## config.mk

```make
export PLATFORM = sky130hd
export DESIGN_NAME = sgp_servo_gain_peaking_regs
export DESIGN_NICKNAME = d
export VERILOG_FILES = /design/src/sgp_servo_gain_peaking_regs.v /design/src/sgp_word_reg.v
export VERILOG_INCLUDE_DIRS = /design/src
export SDC_FILE = /design/constraint.sdc
export NUM_CORES = 1
export LEC_CHECK = 0
export BUFFER_PORTS_ARGS = -buffer_cell sky130_fd_sc_hd__buf_4
export CELL_PAD_IN_SITES_DETAIL_PLACEMENT = 1
export CELL_PAD_IN_SITES_GLOBAL_PLACEMENT = 1
export CORE_MARGIN = 8
export CORE_UTILIZATION = 35
export CTS_CLUSTER_SIZE = 30
export DETAILED_ROUTE_END_ITERATION = 12
export GPL_ROUTABILITY_DRIVEN = 0
export HOLD_SLACK_MARGIN = 0.06
export PLACE_DENSITY_LB_ADDON = 0.05
export SLEW_MARGIN = 20
export SYNTH_ARGS = -nofsm -noshare
export SYNTH_HDL_FRONTEND = slang
export SYNTH_HIERARCHICAL = 1
export SYNTH_SLANG_ARGS = --single-unit
export TNS_END_PERCENT = 20
```

## constraint.sdc

```tcl
create_clock -name clk -period 1.6 [get_ports clk]
set_clock_uncertainty 0.05 [all_clocks]
set_input_delay 0.32 -clock clk [delete_from_list [all_inputs] [get_ports clk]]
set_output_delay 0.32 -clock clk [all_outputs]
set_load 0.02 [all_outputs]
```

## src/sgp_defs.vh

```
`ifndef SGP_DEFS_VH
`define SGP_DEFS_VH

// ********************************************************
// serial command codes
// ********************************************************
`define SGP_CMD_TEST      8'h08
`define SGP_CMD_LOOP_GAIN 8'h1e
`define SGP_CMD_EDGE      8'h1f

// ********************************************************
// reset values and writable masks
// ********************************************************
`define SGP_LOOP_RESET    16'h0021
`define SGP_LOOP_MASK     16'h00ff
`define SGP_EDGE_RESET    16'h0010
`define SGP_EDGE_MASK     16'h001f
`define SGP_TEST_RESET    16'h0044
`define SGP_TEST_MASK     16'h007f

// ********************************************************
// field positions
// ********************************************************
`define SGP_BIAS_HI       7
`define SGP_BIAS_LO       3
`define SGP_MOD_HI        2
`define SGP_MOD_LO        0
`define SGP_BOOST_HI      4
`define SGP_BOOST_LO      0

`define SGP_WORD_BITS     16
`define SGP_ZERO_WORD     16'h0000
`define SGP_ZERO_BIAS     5'h00

`endif

```

## src/sgp_servo_gain_peaking_regs.v

```verilog
// Functional notes
// loop gain 0x1e: bias gain 7:3, reset 00100
// bias field steers current or power loop
// current loop gain independent of range
// modulation gain bits 2:0, reset 001
// reset gains slow but stable
// edge boost 0x1f bits 4:0, reset 10000
// lower boost, more falling undershoot
// host never writes test register 0x08
// power feedback select chooses gain meaning
// reserved bits read zero, writes ignored
`timescale 1ns/1ns
`include "sgp_defs.vh"

module sgp_servo_gain_peaking_regs (
    // clock and reset
    input  wire        clk,
    input  wire        rst_b,
    // serial command access
    input  wire [7:0]  cmdCode,
    input  wire        wrStrobe,
    input  wire [15:0] wrData,
    input  wire        rdStrobe,
    output reg  [15:0] rdData,
    output reg         rdValid,
    // mode from system configuration
    input  wire        powerFeedbackSel,
    // analog control outputs
    output reg  [4:0]  biasLoopGain,
    output reg  [4:0]  powerLoopGain,
    output wire [2:0]  modLoopGain,
    output wire [4:0]  edgeBoost
);

    // ********************************************************
    // internal signals
    // ********************************************************
    wire [15:0] loopWord;
    wire [15:0] edgeWord;
    wire [15:0] testWord;
    wire [15:0] loopRead;
    wire [15:0] edgeRead;
    wire [15:0] testRead;
    wire        wrLoop;
    wire        wrEdge;
    wire        wrTest;
    reg         hitLoop;
    reg         hitEdge;
    reg         hitTest;
    reg  [4:0]  next_biasLoopGain;
    reg  [4:0]  next_powerLoopGain;
    reg  [15:0] next_rdData;

    localparam [15:0] LOOP_MASK = `SGP_LOOP_MASK;
    localparam [15:0] EDGE_MASK = `SGP_EDGE_MASK;
    localparam [15:0] TEST_MASK = `SGP_TEST_MASK;

    // ********************************************************
    // command decode
    // ********************************************************
    always @* begin
        hitLoop = 1'b0;
        hitEdge = 1'b0;
        hitTest = 1'b0;
        case (cmdCode)
            `SGP_CMD_LOOP_GAIN: begin
                hitLoop = 1'b1;
            end
            `SGP_CMD_EDGE: begin
                hitEdge = 1'b1;
            end
            `SGP_CMD_TEST: begin
                hitTest = 1'b1;
            end
            default: begin
                hitLoop = 1'b0;
            end
        endcase
    end

    // ********************************************************
    // write strobes
    // ********************************************************
    assign wrLoop = wrStrobe && hitLoop;
    assign wrEdge = wrStrobe && hitEdge;
    // stored if written anyway
    assign wrTest = wrStrobe && hitTest;

    // ********************************************************
    // loop gain word
    // ********************************************************
    // loop gain word
    sgp_word_reg #(
        .RESET_VALUE (`SGP_LOOP_RESET),
        .WRITE_MASK  (`SGP_LOOP_MASK)
    ) loopReg (
        .clk    (clk),
        .rst_b  (rst_b),
        .wrEn   (wrLoop),
        .wrData (wrData),
        .q      (loopWord)
    );

    // ********************************************************
    // edge boost word
    // ********************************************************
    // edge boost word
    sgp_word_reg #(
        .RESET_VALUE (`SGP_EDGE_RESET),
        .WRITE_MASK  (`SGP_EDGE_MASK)
    ) edgeReg (
        .clk    (clk),
        .rst_b  (rst_b),
        .wrEn   (wrEdge),
        .wrData (wrData),
        .q      (edgeWord)
    );

    // ********************************************************
    // test word
    // ********************************************************
    sgp_word_reg #(
        .RESET_VALUE (`SGP_TEST_RESET),
        .WRITE_MASK  (`SGP_TEST_MASK)
    ) testReg (
        .clk    (clk),
        .rst_b  (rst_b),
        .wrEn   (wrTest),
        .wrData (wrData),
        .q      (testWord)
    );

    // ********************************************************
    // reserved bit masking
    // ********************************************************
    // reserved read zero
    genvar bitIdx;
    generate
        for (bitIdx = 0; bitIdx < `SGP_WORD_BITS; bitIdx = bitIdx + 1) begin : g_readMask
            assign loopRead[bitIdx] = loopWord[bitIdx] & LOOP_MASK[bitIdx];
            assign edgeRead[bitIdx] = edgeWord[bitIdx] & EDGE_MASK[bitIdx];
            assign testRead[bitIdx] = testWord[bitIdx] & TEST_MASK[bitIdx];
        end
    endgenerate

    // ********************************************************
    // field outputs
    // ********************************************************
    // modulation gain field
    assign modLoopGain = loopWord[`SGP_MOD_HI:`SGP_MOD_LO];
    // boost to output stage
    assign edgeBoost   = edgeWord[`SGP_BOOST_HI:`SGP_BOOST_LO];

    // ********************************************************
    // loop mode steering
    // ********************************************************
    // select steers field
    always @* begin
        next_biasLoopGain  = `SGP_ZERO_BIAS;
        next_powerLoopGain = `SGP_ZERO_BIAS;
        if (powerFeedbackSel) begin
            // power loop gain
            next_powerLoopGain = loopWord[`SGP_BIAS_HI:`SGP_BIAS_LO];
        end else begin
            // range not applied
            next_biasLoopGain = loopWord[`SGP_BIAS_HI:`SGP_BIAS_LO];
        end
    end

    // gains registered, cleared to zero in reset
    always @(posedge clk or negedge rst_b) begin
        if (!rst_b) begin
            biasLoopGain  <= `SGP_ZERO_BIAS;
            powerLoopGain <= `SGP_ZERO_BIAS;
        end else begin
            biasLoopGain  <= next_biasLoopGain;
            powerLoopGain <= next_powerLoopGain;
        end
    end

    // ********************************************************
    // read back
    // ********************************************************
    // reserved read zero
    always @* begin
        next_rdData = `SGP_ZERO_WORD;
        if (hitLoop) begin
            next_rdData = loopRead;
        end else if (hitEdge) begin
            next_rdData = edgeRead;
        end else if (hitTest) begin
            next_rdData = testRead;
        end else begin
            next_rdData = `SGP_ZERO_WORD;
        end
    end

    always @(posedge clk or negedge rst_b) begin
        if (!rst_b) begin
            rdData <= `SGP_ZERO_WORD;
        end else if (rdStrobe) begin
            rdData <= next_rdData;
        end
    end

    // ********************************************************
    // read strobe capture
    // ********************************************************
    always @(posedge clk or negedge rst_b) begin
        if (!rst_b) begin
            rdValid <= 1'b0;
        end else begin
            rdValid <= rdStrobe;
        end
    end

endmodule // sgp_servo_gain_peaking_regs

```

## src/sgp_word_reg.v

```verilog
`timescale 1ns/1ns

// ********************************************************
// one masked register word
// ********************************************************
module sgp_word_reg #(
    parameter [15:0] RESET_VALUE = 16'h0000,
    parameter [15:0] WRITE_MASK  = 16'hffff
) (
    // clock and reset
    input  wire        clk,
    input  wire        rst_b,
    // write side
    input  wire        wrEn,
    input  wire [15:0] wrData,
    // stored word
    output reg  [15:0] q
);

    always @(posedge clk or negedge rst_b) begin
        if (!rst_b) begin
            q <= RESET_VALUE;
        end else if (wrEn) begin
            // masked bits dropped
            q <= wrData & WRITE_MASK;
        end
    end

endmodule // sgp_word_reg
```

==> impl.org, run 1 <==
** Run status
- Outcome :: completed

** Timing
- Final Critical Period :: approximately 1.6 ns
- Setup repair after global routing missed its margin :: false
- Achievable Freq :: 639 MHz
- The total count of max-transition violations in the final report was 0.
- Final hold analysis gives a worst-case slack of about 0.20 ns.
- Final clock period utilization by the worst path :: a little over nine tenths
- Worst slew slack as a fraction of its limit :: 66.5%
- Endpoints failing setup :: 0
- At the pin with the least slew margin, the transition time is approximately 0.5 ns.
- Final number of hold-violating endpoints :: 0
- Setup total negative slack on the finished layout was measured at 0 ns.

** Place
- HPWL reported at the end of detailed placement :: 3450 um
- The placed instances occupy a cell area of about 2300 sq um.
- The count of buffers added on input and output ports is between 40 and 50.

** Finish
- The finished cells cover between 2000 and 2500 sq um.
- The library cell used most frequently in the layout, excluding fill and tap cells, is buf_4.
- The number of antenna diodes in the final layout is 0.
- Layout Nets :: ~230
- Compared with the post-synthesis result, the final layout area differs by 34.9%.
- Proportion of layout cells with a drive suffix above 1 :: 53.5%
- Top library cells by usage in the layout, fill and taps aside :: buf_4, dfrtp_1, mux2_4
- Multi-input gate area in the final layout :: roughly 710 sq um
- Across the whole layout, storage elements account for 982 sq um.
- The layout has about 550 filler cells.

** Detailed routing
- The detailed router placed around 1200 vias in this run.
- Routed via count divided by cell count :: 4.66
- Total wire length :: ~4500 um
- After the first detailed-routing iteration, the DRC count stood at 17.
- The first detailed-routing pass took 2 iterations.
- The detail route stage leaves a number of antenna-violating nets equal to 0.
- Remaining design rule violation count :: 0
- After detailed routing, the average wire length per cell comes to approximately 17 um.

** Worst setup path
- Data arrives at the worst endpoint at 1.68 ns.
- Required time worst endpoint :: between 1.5 and 2 ns
- STA classifies the critical path endpoint as a register.
- Critical path startpoint category :: input port
- Delay of the slowest cell on the worst path :: 0.33 ns
- Counting both buffers and inverters, the worst setup path holds a total of 2.
- Slowest cell on crit path :: nor3_1
- Maximum fanout along the worst path :: 3
- List of cells traversed by the critical path :: buf_4 -> nor3_1 -> nand2_1 -> nor3_1 -> buf_4 -> mux2_2
- The kind of cell with the highest combined delay along the critical path is simple AND/OR/NAND/NOR gates.
- Critical path class :: input port to register

** Synthesis
- Gate Count Post-Synth :: 133
- Averaged over all synthesized cells, the footprint is about 14 sq um.
- Cell Area, Synth :: 1800 sq um
- Synth Warn # :: 6

** Clocking
- Buffers inserted during clock tree synthesis total 5.
- After clock tree synthesis, the clock-pin slew on the worst setup and hold paths is around 0.080 ns.
- Number of levels the H-tree was split into :: 2
- In this run the clock root is driven by a clkbuf_8.
- Counting along the longest clock path gives a buffer depth of 2.
- At the later pin of the worst-skew pair, clock insertion delay measures ~0.28 ns.
- Counting every sink on the clock net gives 39.
- TritonCTS built the clock tree.

** Global routing
- The via count of the first global-routing pass was about 1400.
- Global routing finished with a remaining overflow of 0.
- Global routing used 12.4% of the available tracks.
- The first global-routing pass estimated between 7000 and 8000 um of wire.
- Number of antenna violations at the first check in global routing :: 0
- Entering global routing, the biggest net connects 40 pins.

** Pwr
- Leakage power of the design :: about 1.2 nW
- Pwr/cell area :: ~880 nW/um^2
- VDD sags by at most 0.525 mV.
- The design draws about 2.1 mW.

** Die
- Die H :: 87.7 um
- Top-Level Pins :: 64
- The initialized floorplan defines 26 standard-cell rows.
- Overall die area :: just under 8000 sq um
- Starting density of the core :: 35.6%
- The total area inside the core boundary comes to ~5000 sq um.
- The floorplan step set the die width to about 90 um.

** Flow run
- Count of maximum capacitance violations :: 0

** Hold path
- Worst min-delay path class :: input port to register
==> timing repair <==
action / CTS / global route
setup buffers: 0 / 0
endpoints found under the hold margin: 34 / 0
resized for setup: 0 / 1
setup endpoints to repair: 0 / 3
hold buffers: 1 / 0
==> flip-flops by register name, summed over array words and instances (netlist names) <==
signal	cells
biasLoopGain	5
rdValid	1
testReg/q	7
powerLoopGain	5
edgeReg/q	5
loopReg/q	8
rdData	8
==> routing by layer <==
metal	GRT usage (%)	part of all wire [%]
met2	21.6	53
met1	14.2	42
met5	0	0
met4	3.28	0.46
met3	3.94	4.9
==> metrics by stage <==
step	setup slack, ns	utilization, %	cells
floorplan	-0.180	-	140
global placement	-0.219	45.4	259
detailed placement	-0.251	45.4	259
CTS	0.0430	48.0	268
global route	0.00313	48.1	268
finish	0.0357	48.1	268
==> power by group <==
group	internal [mW]	switching, mW
clock	0.505	0.342
combinational	0.117	0.130
sequential	1.02	0.0226
==> path summary, 6_finish.rpt <==
| path | startpoint | to | slack (ns) | depth (start not counted) |
|---|---|---|---|---|
| setup / recovery | cmdCode[7] | edgeReg/q[2]$_DFFE_PN0P_ | 0.04 | 6 |
| hold reg to reg | testReg/q[1]$_DFFE_PN0P_ | testReg/q[1]$_DFFE_PN0P_ | 0.46 | 1 |
| max in group asynchronous | rst_b | edgeReg/q[4]$_DFFE_PN1P_ | 0.63 | 2 |
| setup reg to reg | edgeReg/q[4]$_DFFE_PN1P_ | rdData[4]$_DFFE_PN0P_ | 0.56 | 3 |
| hold / removal | powerFeedbackSel | biasLoopGain[2]$_DFF_PN0_ | 0.20 | 2 |
| min in group asynchronous | rst_b | biasLoopGain[1]$_DFF_PN0_ | 0.50 | 2 |
==> final cells by class <==
class | count | share of cell area (%)
clock buffer | 6 | 3.41
clock inverter | 2 | 1.45
inverter | 7 | 1.08
multi-input combinational | 80 | 29.5
sequential | 39 | 40.5
tap | 70 | 3.61
timing repair buffer | 64 | 20.4
(Power assumes the default switching activity.)
==> inputs of run 2 (changes only) <==
ABC_AREA = 1   (was not set)
==> run 2 against run 1 <==
Utilization decreased by 1.7 points. Register-to-register slack about the same. First-iteration DRC count increased to 4.5 times the previous value. Critical path depth decreased by 5. Synthesized area increased by 1.9%. Wire length increased by 4.9%. Die area increased by 1.6%. Via count increased by 22%.
==> impl.org, run 2 <==
** Timing
- Final Critical Period :: about 1.4 ns
- At the pin with the least slew margin, the transition time is between 0.5 and 0.6 ns.
- Final clock period utilization by the worst path :: a little over four fifths
- Worst slew slack as a fraction of its limit :: 66.5%
- Endpoints failing setup :: 0
- Achievable Freq :: around 740 MHz
- Setup repair after global routing missed its margin :: false
- The final hold violation count was 0.
- Across all hold checks on the routed design, the worst slack comes to between 0.15 and 0.2 ns.
- Final setup TNS :: 0 ns
- Number of pins with negative max-slew slack in the final report :: 0

** Clocking
- CTS tree :: built
- Clock transition time at the flip-flop clock pins of the worst setup and hold paths :: ~0.080 ns
- The H-tree was split into 2 levels.
- Post-CTS resize count :: 0
- Counting every sink on the clock net gives 39.
- Count of buffers added by post-CTS timing repair for setup :: 0
- TritonCTS buffer count :: 5
- The tree is rooted in a clkbuf_8.
- At the later pin of the worst-skew pair, clock insertion delay measures a little under 0.3 ns.
- Clock Tree Buf Depth :: 2

** Synthesis
- Synthesis produced a netlist whose cell count is between 200 and 250.
- Cell Area, Synth :: 1830 sq um
- Synth Warn # :: 6
- After synthesis, the mean cell area works out to 8.11 sq um.

** Detailed routing
- Summed over all nets, wire length on met2 after detailed routing comes to ~2300 um.
- DR iter-0 viols :: 77
- In the routed design, unresolved DRC markers number 0.
- Average detailed-routed wire length per instance :: between 10 and 15 um
- The routed design has between 4000 and 5000 um of wire.
- The detail route stage leaves a number of antenna-violating nets equal to 0.
- The first detailed-routing pass took 4 iterations.
- The routed layout has around 1500 vias.
- Dividing the detail-routed via count by the number of cells gives roughly 4.3.
- In the final routing, the length of wire on met1 measures ~2200 um.
- After detailed routing, the met3 layer carries 297 um of wire.
- The highest layer touched by signal routing is met4.

** Global routing
- The first global-routing pass estimated between 8000 and 9000 um of wire.
- Global routing used 13.3% of the available tracks.
- Total grt overflow :: 0
- Vias in the first global route :: 1661
- The initial antenna violation count is 0.
- Largest net degree at the start of global routing :: 40

** Worst setup path
- For the worst setup path, the data arrival time is 0.98 ns.
- Grouping stages by cell kind, the critical path spends the most delay in flip-flops.
- Counting both buffers and inverters, the worst setup path holds a total of 1.
- STA classifies the critical path endpoint as an output port.
- The critical path starts at edgeReg/q[4]$_DFFE_PN1P_.
- Maximum fanout along the worst path :: 3
- On the worst path, the slowest cell contributes a delay of between 0.5 and 0.6 ns.
- The critical path goes through buf_4.
- Slowest cell on crit path :: dfstp_2
- Startpoint of the most critical register-to-register path :: loopReg/q[0]$_DFFE_PN1P_
- The critical path is of the register to output port type.
- Critical path startpoint category :: register
- Required time worst endpoint :: around 1.2 ns

** Finish
- Layout Nets :: around 310
- The finished layout holds approximately 350 standard cells, fillers aside.
- Proportion of layout cells with a drive suffix above 1 :: between 20% and 30%
- Relative to the synthesized area, the layout overhead comes to 28.3%.
- The number of antenna diodes in the final layout is 0.
- Summing all multi-input logic gate instances after layout gives approximately 660 sq um.
- The library cells used most frequently in the layout, excluding fill and tap cells, are nand2_1, buf_4, dfrtp_1.
- Across the whole layout, storage elements account for around 980 sq um.
- In the final layout, the registers with the most flip-flops are loopReg/q: 8 flops, rdData: 8 flops, testReg/q: 7 flops.
- Most common cell after layout, fill and taps aside :: nand2_1
- Filler Cells Inserted :: between 600 and 700
- Layout Utilization :: a little under half

** Pwr
- Power spread over the standard cell area amounts to 816 nW/um^2.
- For this design the static power due to leakage is approximately 1.4 nW.
- Worst ir drop on vdd :: about 0.38 mV

** Flow run
- The tool flagged a number of max-cap violations equal to 0.

** Die
- In this run the vertical extent of the chip is 88.3 um.
- The floorplan step defined a die boundary enclosing a little under 8000 sq um.
- Core region area :: between 5000 and 6000 sq um
- Row count :: 26
- Top-Level Pins :: 64
- Starting density of the core :: 36.1%
- Die Width :: around 90 um

** Hold path
- Worst min-delay path class :: input port to register
- Startpoint of the tightest hold check path :: rdStrobe

** Place
- # placed instances :: approximately 350
- Once detailed placement completed, the half-perimeter wirelength came to around 3800 um.
- In this run the tool buffered the top-level ports with 47 buffer cells.

** Run status
- Outcome :: completed
run 2: changes by cell type in the layout (fill, tap and decap cells not counted), moves of 5 or more:
cell and delta:
nand2_1 +102, inv_1 +17, mux2_4 -15, nand3_1 +12
nor2b_1 -12, nor2_1 +10, o21ai_0 -10, buf_4 -7
inv_2 +6, and2_1 -5, mux2_2 -5, nor3b_2 -5
o211ai_1 +5, o221a_1 -5
run 2: area by class of cell:
cell class              instances  share of cell area [%]
inverters                      30                    4.79
clock buffers                   6                    3.09
multi-input cells             151                    28.1
clock inverters                 2                   0.532
repair buffers                 56                    18.0
well taps                      70                    3.73
flip-flops and latches         39                    41.8
run 2: timing repair:
action	4_1_cts	5_1_grt
hold buffers	1	0
endpoints found under the setup margin	0	0
hold endpoints to repair	34	0
run 2: metal layers:
layer  up-vias  global-route usage (%)
met1       707                    16.6
met5         -                       0
met4         0                    3.23
met2        38                    21.5
li1        775                       -
met3         4                    4.46
run 2: final timing paths:
path | to | slack (ns) | cells after the start
worst max-delay path | edgeBoost[4] | 0.25 | 1
worst min-delay path | rdValid$_DFF_PN0_ | 0.15 | 1
worst max register to register | rdData[0]$_DFFE_PN0P_ | 0.57 | 6
worst min register to register | loopReg/q[0]$_DFFE_PN1P_ | 0.43 | 2
max in group asynchronous | edgeReg/q[4]$_DFFE_PN1P_ | 0.63 | 2
min in group asynchronous | rdValid$_DFF_PN0_ | 0.50 | 2
run 2: stage by stage:
step	setup WS (ns)	power, mW	instance area, sq um
6_report	0.247	1.92	2350
5_1_grt	0.197	2.02	2350
3_5_place_dp	0.119	1.29	2260
4_1_cts	0.227	1.96	2350
2_1_floorplan	0.219	1.18	1860
3_3_place_gp	0.150	1.29	2260
run 2: where the power goes:
group          internal, mW  switching (mW)
registers              1.02          0.0222
logic                0.0834           0.142
clock network         0.305           0.344
==> inputs of run 3 (changes only) <==
clock period = 1.3 ns   (was 1.6 ns; I/O delays follow)
==> run 3 against run 2 <==
Final area is 1.8% higher. Highest routed layer unchanged. First-iteration DRC count decreased by 36%. Final cell count up 1.1%.
==> impl.org, run 3 (synthesis gave the netlist of run 2 again) <==
** Die
- Core region area :: about 5100 sq um
- Once the floorplan was initialized, standard cells occupied between 30% and 40% of the core.
- In this run the vertical extent of the chip is 88.3 um.
- Row count :: 26
- The die covers about 7800 sq um.
- Top-Level Pins :: 64
- Die Width :: a little under 90 um

** Hold path
- Worst min-delay path class :: input port to register
- The worst hold path begins at rdStrobe.
- Hold Path Cell Cnt :: 1

** Timing
- Worst Setup Slack, final :: 0.0243 ns
- Final Critical Period :: roughly 1.3 ns
- In the final timing run, aggregate negative setup slack is 0 ns.
- The final hold violation count came to 0.
- Setup violations remaining at the end of the flow were counted as 0.
- The total count of max-transition violations in the final report came to 0.
- Setup repair after global routing could not meet its margin everywhere.
- Achievable Freq :: about 780 MHz
- Final hold slack :: between 0.1 and 0.15 ns
- Dividing the final minimum period by the clock period gives between 90% and 100%.

** Worst setup path
- Counting cells, the worst reg-to-reg path comes to 7.
- Instance count on the critical path :: 1
- Critical path class :: register to output port
- Maximum fanout along the worst path :: 3
- The startpoint identified for the worst register-to-register timing path is loopReg/q[0]$_DFFE_PN1P_.
- The most critical setup path has its startpoint at edgeReg/q[4]$_DFFE_PN1P_.
- The number of buffers and inverters on the critical path is 1.
- The largest single stage delay on the critical path is about 0.56 ns.
- At the worst endpoint, the arrival time is around 0.97 ns.
- Cell family contributing the most delay on the critical path :: flip-flops
- The slowest stage of the critical path belongs to the cell dfstp_2.
- Element type at the critical path end :: output port
- The critical path goes through buf_6.
- STA classifies the critical path startpoint as a register.
- Required time worst endpoint :: slightly below 1 ns

** Finish
- Layout Nets :: between 300 and 400
- The area growth from synthesis to layout is 30.7%.
- Of the cells placed in the final design, the portion with a size suffix greater than 1 is 30.9%.
- 0 antenna diodes ended up in the layout.
- Number of non-filler instances in the completed layout :: approximately 360
- The library cells used most frequently in the layout, excluding fill and tap cells, are nand2_1, buf_4, dfrtp_1.
- The library cell used most frequently in the layout, excluding fill and tap cells, is nand2_1.
- Final design area excluding fillers :: around 2400 sq um
- Largest regs :: loopReg/q: 8 flops, rdData: 8 flops, testReg/q: 7 flops

** Detailed routing
- For this block, the via count after detailed routing is approximately 1500.
- Remaining number of nets flagged by the antenna check after routing :: 0
- Total met2 wirelength after detailed routing :: about 2200 um
- Detailed-route wire length on metal 1 :: between 2000 and 2500 um
- Total wire length :: between 4000 and 5000 um
- Routed via count divided by cell count :: about 4.3
- Signal routing reaches up to met4.
- The routed design uses 323 um of met3 wire.
- Detailed Routing Iterations Pass 1 :: 4
- In the final routed layout, each cell accounts on average for approximately 13 um.
- For this run, design rule violations remaining after detail routing come to 0.
- DR iter-0 viols :: a little under 50

** Clocking
- Clock-pin slew was measured on the worst setup and hold paths at 0.07 ns.
- CTS tree :: built
- The root buffer cell chosen for the clock tree is clkbuf_8.
- TritonCTS buffer count :: 5
- Clock sink count :: 39
- At the later pin of the worst-skew pair, clock insertion delay measures 0.29 ns.
- Number of levels the H-tree was split into :: 2
- Clock Tree Buf Depth :: 2

** Global routing
- The initial antenna violation count is 0.
- Summed over all layers, the global routing overflow is 0.
- Vias in the first global route :: 1704
- Global-route usage over all layers :: between 10% and 20%
- First-pass GRT wire length :: a little over 8000 um
- Largest net degree at the start of global routing :: 40

** Pwr
- Summed over all cells, the static leakage comes to about 1.4 nW.
- Power spread over the standard cell area amounts to ~980 nW/um^2.
- The worst-case IR drop observed on VDD is a little over 0.5 mV.

** Place
- Placement Setup Slack :: -0.0360 ns
- Once detailed placement completed, the half-perimeter wirelength came to 3810 um.
- Summing all placed instances gives a cell area of roughly 2300 sq um.
- # placed instances :: 349
- Port Buf Inserts :: 47

** Run status
- The flow ran to the end, and the final reports show no timing, DRC or antenna violations.

** Flow run
- The tool flagged a number of max-cap violations equal to 0.
==> run 3: repair_timing <==
action,4_1_cts,5_1_grt
hold buffers,1,0
cloned,0,0
setup endpoints to repair,2,2
hold endpoints to repair,34,0
gates resized for setup,1,1
buffers inserted,1,0
==> run 3: cell type report <==
type	instances	area [sq um]
timing repair buffer	61	468
fill	656	2680
inverter	30	113
sequential	39	982
clock buffer	6	72.6
clock inverter	1	7.51
tap	70	87.6
multi-input combinational	151	663
==> run 3: final timing paths <==
check | slack (ns) | end
max | 0.02 | edgeBoost[4]
min | 0.11 | rdValid$_DFF_PN0_
max reg2reg | 0.17 | rdData[0]$_DFFE_PN0P_
min reg2reg | 0.42 | testReg/q[2]$_DFFE_PN1P_
max in group asynchronous | 0.40 | edgeReg/q[4]$_DFFE_PN1P_
min in group asynchronous | 0.43 | powerLoopGain[4]$_DFF_PN0_
==> run 3: report_power, final <==
group          switching, mW  internal [mW]  leakage (nW)
clock network          0.401          0.368        0.0373
registers             0.0270           1.26         0.521
logic                  0.176          0.111         0.827
total                  0.604           1.74          1.39
==> run 3: metal layers <==
layer,GRT usage [%],vias up
met1,16.5,721
met3,3.90,7
li1,-,780
met2,22.1,38
met4,4.61,0
met5,0,-
==> run 3: per-stage QoR <==
| stage | util [%] | power (mW) |
|---|---|---|
| final | 47.2 | 2.34 |
| after global routing | 47.2 | 2.46 |
| after CTS | 47.1 | 2.38 |
| after detailed placement | 45.1 | 1.59 |
| after global placement | 45.1 | 1.59 |
| after floorplan | - | 1.45 |
